`src/hdl/ppm_defs.svh`:
```
// Constants for the port pin function multiplexer.
// Assumes inclusion by bare name from hdl/ files.
`ifndef PPM_DEFS_SVH
`define PPM_DEFS_SVH
`define PPM_PORT_W     8
`define PPM_SER2_LO_W  4
`define PPM_DBG_TCK    4
`define PPM_DBG_TDI    5
`define PPM_DBG_TMS    6
`define PPM_DBG_TDO    7
`define PPM_SEL_RST    8'h00
`define PPM_ZERO8      8'h00
`define PPM_ONES4      4'hf
`endif

```
`src/hdl/ppm_pkg.sv`:
```
// Types for the port pin function multiplexer.
// Assumes ppm_defs.svh is on the include path.
`include "ppm_defs.svh"
package ppm_pkg;
  typedef struct packed {
    logic [`PPM_PORT_W-1:0] dout;
    logic [`PPM_PORT_W-1:0] oe;
    logic [`PPM_PORT_W-1:0] pu;
  } ppm_pins_t;
  typedef struct packed {
    logic [`PPM_PORT_W-1:0] dout;
    logic [`PPM_PORT_W-1:0] oe;
  } ppm_drive_t;
  typedef struct packed {
    logic [`PPM_PORT_W-1:0] q1;
    logic [`PPM_PORT_W-1:0] q2;
    logic [`PPM_PORT_W-1:0] q3;
    logic [`PPM_PORT_W-1:0] val;
  } ppm_sync_t;
endpackage

```
`src/hdl/ppm_top.sv`:
```
// Port pin function multiplexer: ports 0, 2 and 5, IR transmit pin, JTAG pins.
// Assumes pins are resolved outside from dout/oe/pu; TAP state comes from the TAP.
// Summary of operation
// - Infrared transmit pin is active low; low level means transmitting.
// - During any reset, IR transmit pin is three-state input without pullup.
// - All plain port pins come up three-state after reset, no function active.
// - Lower four pins of second serial port come up three-state after reset.
// - Alternate functions other than JTAG stay off until software enables them.
// - Enabled special function disconnects the pin's general-purpose control.
// - After reset the four debug pins are JTAG with weak pullups on.
// - Clearing the debug enable bit returns the debug pins to general use.
// - TDO rests as pulled-up input; drives only in Shift-IR or Shift-DR.
`include "ppm_defs.svh"
`timescale 1ns/10ps
`default_nettype none
module ppm_top
#(
  parameter int W = `PPM_PORT_W
)
(
  input  wire logic                mclk,            // System clock 10 MHz
  input  wire logic                rstn,            // Sync reset, any source
  input  wire logic                ce,              // Clock enable
  input  wire logic [2:0][W-1:0]   sel_wr,          // Select write strobes, ports 0/2/5
  input  wire logic [2:0][W-1:0]   sel_val,         // Select write values
  input  var  ppm_pkg::ppm_drive_t gpio_drv [3],    // GPIO drive per port
  input  var  ppm_pkg::ppm_drive_t periph_drv [3],  // Peripheral drive per port
  input  wire logic                dbg_enable_wr,   // System control debug bit write
  input  wire logic                dbg_enable_val,  // System control debug bit value
  input  wire logic                tap_shift,       // TAP in Shift-IR or Shift-DR
  input  wire logic                tap_tdo,         // TAP test-data out
  input  wire logic                ir_cfg_wr,       // IR pin configure strobe
  input  wire logic                ir_tx_active,    // IR transmit asserted
  input  wire logic                ir_pullup_en,    // IR pullup wanted after config
  input  wire logic [W-1:0]        p2_pin_in,       // Second serial port pin levels
  output ppm_pkg::ppm_pins_t       port0,           // First port drive
  output ppm_pkg::ppm_pins_t       port2,           // Second serial port drive
  output ppm_pkg::ppm_pins_t       port5,           // Fifth port drive
  output logic                     ir_tx_out,       // IR transmit level
  output logic                     ir_tx_oe,        // IR transmit enable
  output logic                     ir_tx_pu,        // IR weak pullup
  output logic                     dbg_enable,      // Debug port enabled
  output logic [3:0]               jtag_in          // Synced TCK,TDI,TMS,TDO
);
  typedef struct packed {
    logic                dbg_en;
    logic                ir_cfg;
    logic                ir_out;
    logic                ir_oe;
    logic                ir_pu;
    ppm_pkg::ppm_pins_t  p2;
    ppm_pkg::ppm_sync_t  sync;
  } ppm_state_t;
  ppm_state_t s;
  ppm_state_t next_s;

  ppm_pkg::ppm_drive_t mux_pin [3];
  logic [W-1:0]        mux_sel [3];

  for (genvar g = 0; g < 3; g++)
  begin : g_port
    ppm_port_mux #(.W(W)) u_mux
    (
      .mclk    (mclk),
      .rstn    (rstn),
      .ce      (ce),
      .sel_wr  (sel_wr[g]),
      .sel_val (sel_val[g]),
      .gpio    (gpio_drv[g]),
      .periph  (periph_drv[g]),
      .pin     (mux_pin[g]),
      .sel     (mux_sel[g])
    );
  end

  always_comb
  begin
    next_s = s;
    if (dbg_enable_wr)
      next_s.dbg_en = dbg_enable_val;
    if (ir_cfg_wr)
      next_s.ir_cfg = 1'b1;
    // IR pin is three-state until software configures it
    next_s.ir_out = !ir_tx_active;
    next_s.ir_oe  = next_s.ir_cfg;
    next_s.ir_pu  = next_s.ir_cfg && ir_pullup_en;
    // Three-stage sampler; a change counts when stages two and three agree
    next_s.sync.q1 = p2_pin_in;
    next_s.sync.q2 = s.sync.q1;
    next_s.sync.q3 = s.sync.q2;
    for (int i = 0; i < W; i++)
    begin
      if (s.sync.q2[i] == s.sync.q3[i])
        next_s.sync.val[i] = s.sync.q3[i];
    end
    next_s.p2.dout = mux_pin[1].dout;
    next_s.p2.oe   = mux_pin[1].oe;
    next_s.p2.pu   = `PPM_ZERO8;
    if (next_s.dbg_en)
    begin
      // Debug pins: inputs with pullups, TDO drives only while shifting
      next_s.p2.oe[`PPM_DBG_TCK] = 1'b0;
      next_s.p2.oe[`PPM_DBG_TDI] = 1'b0;
      next_s.p2.oe[`PPM_DBG_TMS] = 1'b0;
      next_s.p2.pu[`PPM_DBG_TDO:`PPM_DBG_TCK] = `PPM_ONES4;
      next_s.p2.oe[`PPM_DBG_TDO]   = tap_shift;
      next_s.p2.dout[`PPM_DBG_TDO] = tap_tdo;
    end
    if (!rstn)
    begin
      next_s.dbg_en = 1'b1;
      next_s.ir_cfg = 1'b0;
      next_s.ir_out = 1'b1;
      next_s.ir_oe  = 1'b0;
      next_s.ir_pu  = 1'b0;
      next_s.p2.dout = `PPM_ZERO8;
      next_s.p2.oe   = `PPM_ZERO8;
      next_s.p2.pu   = {`PPM_ONES4, 4'h0};
      next_s.sync    = '0;
    end
  end

  always_ff @(posedge mclk)
  begin
    if (ce || !rstn)
      s <= next_s;
  end

  // Ports 0 and 5 come straight from the mux flip-flops
  assign port0.dout = mux_pin[0].dout;
  assign port0.oe   = mux_pin[0].oe;
  assign port0.pu   = `PPM_ZERO8;
  assign port5.dout = mux_pin[2].dout;
  assign port5.oe   = mux_pin[2].oe;
  assign port5.pu   = `PPM_ZERO8;
  assign port2      = s.p2;
  assign ir_tx_out  = s.ir_out;
  assign ir_tx_oe   = s.ir_oe;
  assign ir_tx_pu   = s.ir_pu;
  assign dbg_enable = s.dbg_en;
  assign jtag_in    = s.sync.val[`PPM_DBG_TDO:`PPM_DBG_TCK];

  // Reset values show at the edge after rstn is sampled low
  a_ir_reset : assert property (@(posedge mclk)
    !rstn |=> !ir_tx_oe && !ir_tx_pu && ir_tx_out)
    else $error("IR pin not three-state after reset");

  a_p2_low_tri : assert property (@(posedge mclk)
    !rstn |=> port2.oe[`PPM_SER2_LO_W-1:0] == '0)
    else $error("Low serial pins not three-state after reset");

  a_port_tri : assert property (@(posedge mclk)
    !rstn |=> port0.oe == '0 && port5.oe == '0 && port0.pu == '0 && port5.pu == '0)
    else $error("Port driver active after reset");

  a_dbg_pullup : assert property (@(posedge mclk)
    !rstn |=> dbg_enable && port2.pu[`PPM_DBG_TDO:`PPM_DBG_TCK] == `PPM_ONES4)
    else $error("Debug pins lack JTAG pullups after reset");

  // IR pin: active-low data, driven only once configured
  a_ir_polarity : assert property (@(posedge mclk) disable iff (!rstn)
    $past(rstn) && $past(ce) && ir_tx_oe |-> ir_tx_out == !$past(ir_tx_active))
    else $error("IR output polarity wrong");

  a_ir_unconfig : assert property (@(posedge mclk) disable iff (!rstn)
    !s.ir_cfg |-> !ir_tx_oe)
    else $error("IR pin driven before configuration");

  a_ir_config : assert property (@(posedge mclk) disable iff (!rstn)
    ce && ir_cfg_wr |=> ir_tx_oe)
    else $error("IR pin not driven after configuration");

  // Debug pins
  a_dbg_clear : assert property (@(posedge mclk) disable iff (!rstn)
    ce && dbg_enable_wr && !dbg_enable_val |=> !dbg_enable && port2.pu[7:4] == 4'h0)
    else $error("Debug pins not released");

  a_p2_release : assert property (@(posedge mclk) disable iff (!rstn)
    $past(rstn) && $past(ce) && !dbg_enable |-> port2.oe == $past(mux_pin[1].oe) && port2.pu == '0)
    else $error("Released debug pins not under general control");

  a_tdo_gate : assert property (@(posedge mclk) disable iff (!rstn)
    dbg_enable && port2.oe[7] |-> $past(tap_shift))
    else $error("TDO driven outside shift state");

  a_tdo_rest : assert property (@(posedge mclk) disable iff (!rstn)
    $past(rstn) && $past(ce) && dbg_enable && !$past(tap_shift)
    |-> !port2.oe[`PPM_DBG_TDO] && port2.pu[`PPM_DBG_TDO])
    else $error("TDO not resting as pulled-up input");

  a_dbg_sel : assert property (@(posedge mclk) disable iff (!rstn)
    dbg_enable |-> port2.oe[6:4] == 3'h0)
    else $error("Debug input pin driven");

  a_jtag_sample : assert property (@(posedge mclk) disable iff (!rstn)
    $past(rstn) && $past(ce)
    && $past(s.sync.q2[`PPM_DBG_TDO:`PPM_DBG_TCK]) == $past(s.sync.q3[`PPM_DBG_TDO:`PPM_DBG_TCK])
    |-> jtag_in == $past(s.sync.q3[`PPM_DBG_TDO:`PPM_DBG_TCK]))
    else $error("Debug pin sample taken before stages agree");

  // Select routing and clock-enable hold
  a_p0_route : assert property (@(posedge mclk) disable iff (!rstn)
    $past(rstn) && $past(ce)
    |-> port0.oe == ((mux_sel[0] & $past(periph_drv[0].oe)) | (~mux_sel[0] & $past(gpio_drv[0].oe))))
    else $error("Port zero enable not routed by select");

  a_p5_route : assert property (@(posedge mclk) disable iff (!rstn)
    $past(rstn) && $past(ce)
    |-> port5.dout == ((mux_sel[2] & $past(periph_drv[2].dout)) | (~mux_sel[2] & $past(gpio_drv[2].dout))))
    else $error("Port five data not routed by select");

  a_ce_hold : assert property (@(posedge mclk) disable iff (!rstn)
    $past(rstn) && !$past(ce)
    |-> $stable(mux_sel[0]) && $stable(mux_sel[1]) && $stable(mux_sel[2]) && $stable(port2))
    else $error("State moved while clock enable low");

  // Main scenarios
  c_ir_cfg    : cover property (@(posedge mclk) disable iff (!rstn) $rose(ir_tx_oe));
  c_tdo_shift : cover property (@(posedge mclk) disable iff (!rstn) dbg_enable && port2.oe[7]);
  c_dbg_off   : cover property (@(posedge mclk) disable iff (!rstn) $fell(dbg_enable));
  c_periph    : cover property (@(posedge mclk) disable iff (!rstn) mux_sel[0] != '0);
  c_p2_periph : cover property (@(posedge mclk) disable iff (!rstn) !dbg_enable && mux_sel[1] != '0);
endmodule
`default_nettype wire

```
`src/hdl/ppm_port_mux.sv`:
```
// One port of pins: per-pin function select, resets to general purpose.
// Assumes ppm_pkg compiled before; single clock mclk, sync reset rstn.
`include "ppm_defs.svh"
`timescale 1ns/10ps
`default_nettype none
module ppm_port_mux
#(
  parameter int W = `PPM_PORT_W
)
(
  input  wire logic                      mclk,     // System clock
  input  wire logic                      rstn,     // Sync reset, low
  input  wire logic                      ce,       // Clock enable
  input  wire logic [W-1:0]              sel_wr,   // Select write strobe per pin
  input  wire logic [W-1:0]              sel_val,  // Select value to write
  input  var  ppm_pkg::ppm_drive_t       gpio,     // General-purpose drive
  input  var  ppm_pkg::ppm_drive_t       periph,   // Peripheral drive
  output var  ppm_pkg::ppm_drive_t       pin,      // Registered pin drive
  output logic [W-1:0]                   sel       // Current selects
);
  typedef struct packed {
    logic [W-1:0]        sel;
    ppm_pkg::ppm_drive_t pin;
  } ppm_pm_state_t;
  ppm_pm_state_t s;
  ppm_pm_state_t next_s;

  always_comb
  begin
    next_s = s;
    for (int i = 0; i < W; i++)
    begin
      if (sel_wr[i])
        next_s.sel[i] = sel_val[i];
    end
    // Selected peripheral alone owns the pin
    for (int i = 0; i < W; i++)
    begin
      next_s.pin.dout[i] = next_s.sel[i] ? periph.dout[i] : gpio.dout[i];
      next_s.pin.oe[i]   = next_s.sel[i] ? periph.oe[i] : gpio.oe[i];
    end
    if (!rstn)
    begin
      next_s.sel      = `PPM_SEL_RST;
      next_s.pin.dout = `PPM_ZERO8;
      next_s.pin.oe   = `PPM_ZERO8;
    end
  end

  always_ff @(posedge mclk)
  begin
    if (ce || !rstn)
      s <= next_s;
  end

  assign pin = s.pin;
  assign sel = s.sel;

  a_mux_owner : assert property (@(posedge mclk) disable iff (!rstn)
    ce && $past(ce) && $past(rstn) && s.sel[0] |-> s.pin.oe[0] == $past(periph.oe[0]))
    else $error("Selected pin not owned by peripheral");
  a_sel_reset : assert property (@(posedge mclk)
    !rstn |=> s.sel == '0 && s.pin.oe == '0)
    else $error("Select or driver not cleared by reset");
endmodule
`default_nettype wire

```
`config.mk`:
```
export PLATFORM = sky130hd
export DESIGN_NAME = ppm_top
export DESIGN_NICKNAME = d
export VERILOG_FILES = /design/src/hdl/ppm_pkg.sv /design/src/hdl/ppm_top.sv /design/src/hdl/ppm_port_mux.sv
export VERILOG_INCLUDE_DIRS = /design/src /design/src/hdl
export SDC_FILE = /design/constraint.sdc
export NUM_CORES = 1
export LEC_CHECK = 0
export BUFFER_PORTS_ARGS = -buffer_cell sky130_fd_sc_hd__buf_2
export CAP_MARGIN = 30
export CORE_MARGIN = 2
export CORE_UTILIZATION = 47
export DETAILED_ROUTE_END_ITERATION = 10
export HOLD_SLACK_MARGIN = 0.1
export PLACE_DENSITY = 0.8
export SYNTH_ARGS = -nofsm -noshare
export SYNTH_HDL_FRONTEND = slang
export SYNTH_SLANG_ARGS = --single-unit
```
`constraint.sdc`:
```
create_clock -name mclk -period 5.51 [get_ports mclk]
set_clock_uncertainty 0.2 [all_clocks]
set_input_delay 1.102 -clock mclk [delete_from_list [all_inputs] [get_ports mclk]]
set_output_delay 1.102 -clock mclk [all_outputs]
set_load 0.05 [all_outputs]
```
**Word level (Yosys, flattened, before mapping)**

Cells that the tools add are included.

- Word-level logic and storage cells: 124
- Flip-flop bits (word level): 128
- Output and inout bits: 80

- Reductions and logical operators: 9
- Bitwise logic cells: 1
- Muxes and demuxes: 81
- Eq/ne operators: 8

Operators with widths:

| operator | number |
|---|---|
| 2-to-1 mux 1 bit | 79 |
| 2-to-1 mux 4 bit | 2 |
| != test 2 x 1 -> 1 bit (second input constant) | 4 |
| AND reduction 2 bit | 4 |
| equality test 1 bit | 4 |
| logical NOT 1 bit | 2 |
| OR reduction 2 bit | 1 |
| logical AND 1 bit | 1 |
| logical OR 1 bit | 1 |
| inverter 1 bit | 1 |

**Logic depth before layout (Yosys ltp)**

- Word-level depth: 3
- Depth in mapped cells: 5

**Cells and area by module**

A second synthesis with hierarchy kept.

- Cells, all modules: 415
- Area, all modules: 5337.6 µm²

Modules (own cells, without submodules):

| module | cells each | instances | seq. area each (µm²) | area an instance (µm²) |
|---|---|---|---|---|
| ppm_port_mux | 93 | 3 | 720.7 | 1194.9 |
| ppm_top | 136 | 1 | 1081.0 | 1752.9 |

**Least setup slack after synthesis**

OpenSTA, ideal clock, no wires.

- Path kind: input port to flip-flop
- Start point: input rstn
- End point: register g_port[0].u_mux.s, in the netlist g_port[0].u_mux.pin[0], enable pin
- Setup slack: 1.211 ns
- Buffers on the path: 2
- Arrival time: 3.633 ns
- Data required time: 4.844 ns
- Cell stages on the path: 3
- Path through: buf_4 -> clkbuf_2 -> nand2_1

- Longest elaborated chain between the ends: 2

Ends and longest elaborated chain:

| element | RTL line | RTL |
|---|---|---|
| from (decl) | ppm_top.sv:22 | `input wire logic rstn,` |
| logical NOT 1 bit | - |  |
| logical OR 1 bit | ppm_port_mux.sv:52 | `if (ce \|\| !rstn)` |
| to (signal assigned) | ppm_port_mux.sv:53 | `s <= next_s;` |
| to (decl) | ppm_port_mux.sv:25 | `ppm_pm_state_t s;` |

Every way passes these cells.
A chain may end at the register's enable or synchronous reset.

**Worst setup path in the final report**

- Start point: input rstn
- End point: register s[28] (netlist bit), enable pin

- Longest elaborated chain between the ends: 2

Ends and longest elaborated chain:

| element | RTL line | RTL |
|---|---|---|
| logical NOT 1 bit | - |  |
| logical OR 1 bit | ppm_top.sv:125 | `if (ce \|\| !rstn)` |
| to (signal assigned) | ppm_top.sv:126 | `s <= next_s;` |
| to (decl) | ppm_top.sv:54 | `ppm_state_t s;` |

Every way passes these cells.

==> impl_metrics.json <==
{
  "status": "completed",
  "n_antenna_cell": 0,
  "htree_levels": 3,
  "hp-class": "reg -> reg",
  "r2r_setup_slack_ps": 4010,
  "wirelength_mm": 10.10,
  "io_pins": 242,
  "worstPathArrival_ps": 2660,
  "overflow": 0,
  "grt_usage_pct": 16.27,
  "clockBufferDepth": 2,
  "dp_hpwl_mm": 7.335,
  "die-area_sq_um": 12090,
  "ys.flop_type": "edfxtp_1",
  "fmax_mhz": 350.5,
  "synthDistinctLibCells": 18,
  "setup_viol": 0,
  "start_util_pct": 48.46,
  "critPathKind": "in -> reg",
  "syn_area_sq_um": 5276,
  "final_nets": 763,
  "drtAntennaViolNets": 0,
  "crit_fanout": 66,
  "yosys_warnings": 0,
  "drv_slew": 0,
  "drc": 0,
  "reg2regPathDepth": 2,
  "r2r_start": "port2[6]",
  "endpoint": "s[28]",
  "start_kind": "input pin",
  "place_ws_ps": 2195,
  "cts_tree": "built",
  "cts-root-buf": "clkbuf_8",
  "cp-startpoint": "rstn",
  "fin_cells": 746,
  "ir_drop_mv": 0.1411,
  "period_share_pct": 51.77,
  "cts.sinks": 108,
  "die_w_microns": 110.0,
  "tightestPinTransition_ps": 849.5,
  "holdWs_ps": 336.1,
  "leakagePower_nw": 3.120,
  "area_growth_pct": 20.80,
  "synth.top_cell.area_share_pct": 61.47,
  "syn_avg_cell_area_sq_um": 12.74,
  "place_inst": 730,
  "wl_per_cell_microns": 13.54,
  "grt_pass1_wl_mm": 15.06,
  "yosysSeqAreaShare_pct": 61.47,
  "numCtsBuffers": 9,
  "num_rows": 38,
  "synthTopCellsByArea": "edfxtp_1, mux2i_1, nand2_1",
  "grt_pass1_vias": 3295,
  "grt_max_degree": 101,
  "yosysMostFrequentCell": "edfxtp_1",
  "rsz0062_at_grt": "no",
  "maxCapViolCount": 0,
  "multi_input_area_sq_um": 1630,
  "die_height_microns": 110.0,
  "drt_iter0_drc": 160,
  "drive_above_1_share_pct": 39.11,
  "p_total_mw": 1.939,
  "vias": 3483,
  "netlist_instances": 414,
  "setup_ws_ps": 2657,
  "core-area_sq_um": 10890,
  "fillers": 914,
  "layout_min_cycle_time_ps": 2853,
  "io_buffer_count": 217,
  "end_kind": "flip-flop",
  "slew_headroom_pct": 43.37,
  "clkTransAtPathRegs_ps": 110,
  "cts-resized-gates": 0,
  "synthArstFlopShare_pct": 0,
  "synth.top_cells.by_count": "edfxtp_1, nand2_1, mux2i_1, buf_4, and2_1",
  "antenna_found_initial": 0,
  "gp_congestion": 0.7745,
  "synth_area_leader_cell": "edfxtp_1",
  "fin_setup_tns_ps": 0,
  "hold_buffers": 0,
  "synth_edf_count": 108,
  "power.density_nw_per_um2": 304.2,
  "viasPerCell": 4.669,
  "r2r_end": "port2[15]",
  "synth-seq-cells": 108,
  "crit_required_ps": 5320,
  "first_pass_iters": 4,
  "post_cts_buffers": 0,
  "hold_viol_final": 0,
  "insertion_delay_ps": 360,
  "seqCellArea_sq_um": 3243
}
-- where the power goes --
group | internal (mW) | leakage (nW) | switching, mW
sequential | 0.994 | 1.17 | 0.0213
combinational | 0.123 | 1.84 | 0.288
clock | 0.223 | 0.107 | 0.290
total | 1.34 | 3.12 | 0.599
-- placed cells by master, fill, tap and decap left out, drive strengths merged, types with 9 or more instances in the layout --
master,netlist,routed
buf,57,219
edfxtp,108,108
nand2,103,103
mux2i,75,75
and2,28,28
nor2b,24,24
conb,1,20
clkbuf,5,9
-- cell families (layout without fill, tap and decap cells) --
| logic type | count (synthesis) | count (layout) | synth area share [%] |
|---|---|---|---|
| other | 1 | 20 | 0.07107 |
| and+or+nand+nor | 158 | 158 | 13.85 |
| AOI/OAI and AO/OA | 5 | 5 | 0.5218 |
| DFF | 108 | 108 | 61.47 |
| xor gates and xnor gates | 4 | 4 | 0.6639 |
| muxes | 75 | 75 | 14.30 |
| buffers and inverters | 63 | 236 | 9.129 |
-- sequential cells by signal, indices dropped and copies added, names as in the netlist --
register / cells
g_port.u_mux.pin: 48
g_port.u_mux.sel: 24
ir_tx_oe: 1
ir_tx_out: 1
ir_tx_pu: 1
jtag_in: 4
port2: 17
s: 12
-- metrics by stage --
step	utilization (%)	cell area [sq um]
after floorplan	-	5348
after global placement	56.54	6156
after detailed placement	56.54	6156
after CTS	58.54	6374
after global routing	58.54	6374
final	58.54	6374
-- worst min path at each step --
stage | from | to | cells past startpoint
after floorplan | g_port[1].u_mux.pin[2] | port2[10] | 1
after CTS | g_port[1].u_mux.pin[14] | port2[22] | 1
after global placement | g_port[1].u_mux.pin[10] | port2[18] | 1
after detailed placement | g_port[1].u_mux.pin[2] | port2[10] | 1
after global routing | g_port[1].u_mux.pin[14] | port2[22] | 1
final | g_port[1].u_mux.pin[14] | port2[22] | 1
-- critical path, stage by stage --
cell	delay, ps
buf_4	280
nand2_4	690
buf_4	570
-- cell type report --
class / instances / area share, %
inverters: 1 / 0.05889
well taps: 140 / 2.748
multi-input cells: 262 / 25.58
flip-flops and latches: 108 / 50.88
repair buffers: 219 / 17.31
clock buffers: 9 / 1.943
clock inverters: 7 / 1.472
-- routing by layer --
metal,track usage (%),wire length [microns],vias to the layer above
li1,-,-,1733
met1,19.38,4055,1565
met2,27.70,4904,166
met3,4.268,964,19
met4,7.052,179,0
met5,0,0,-
Power figures use the tool's default switching activity.
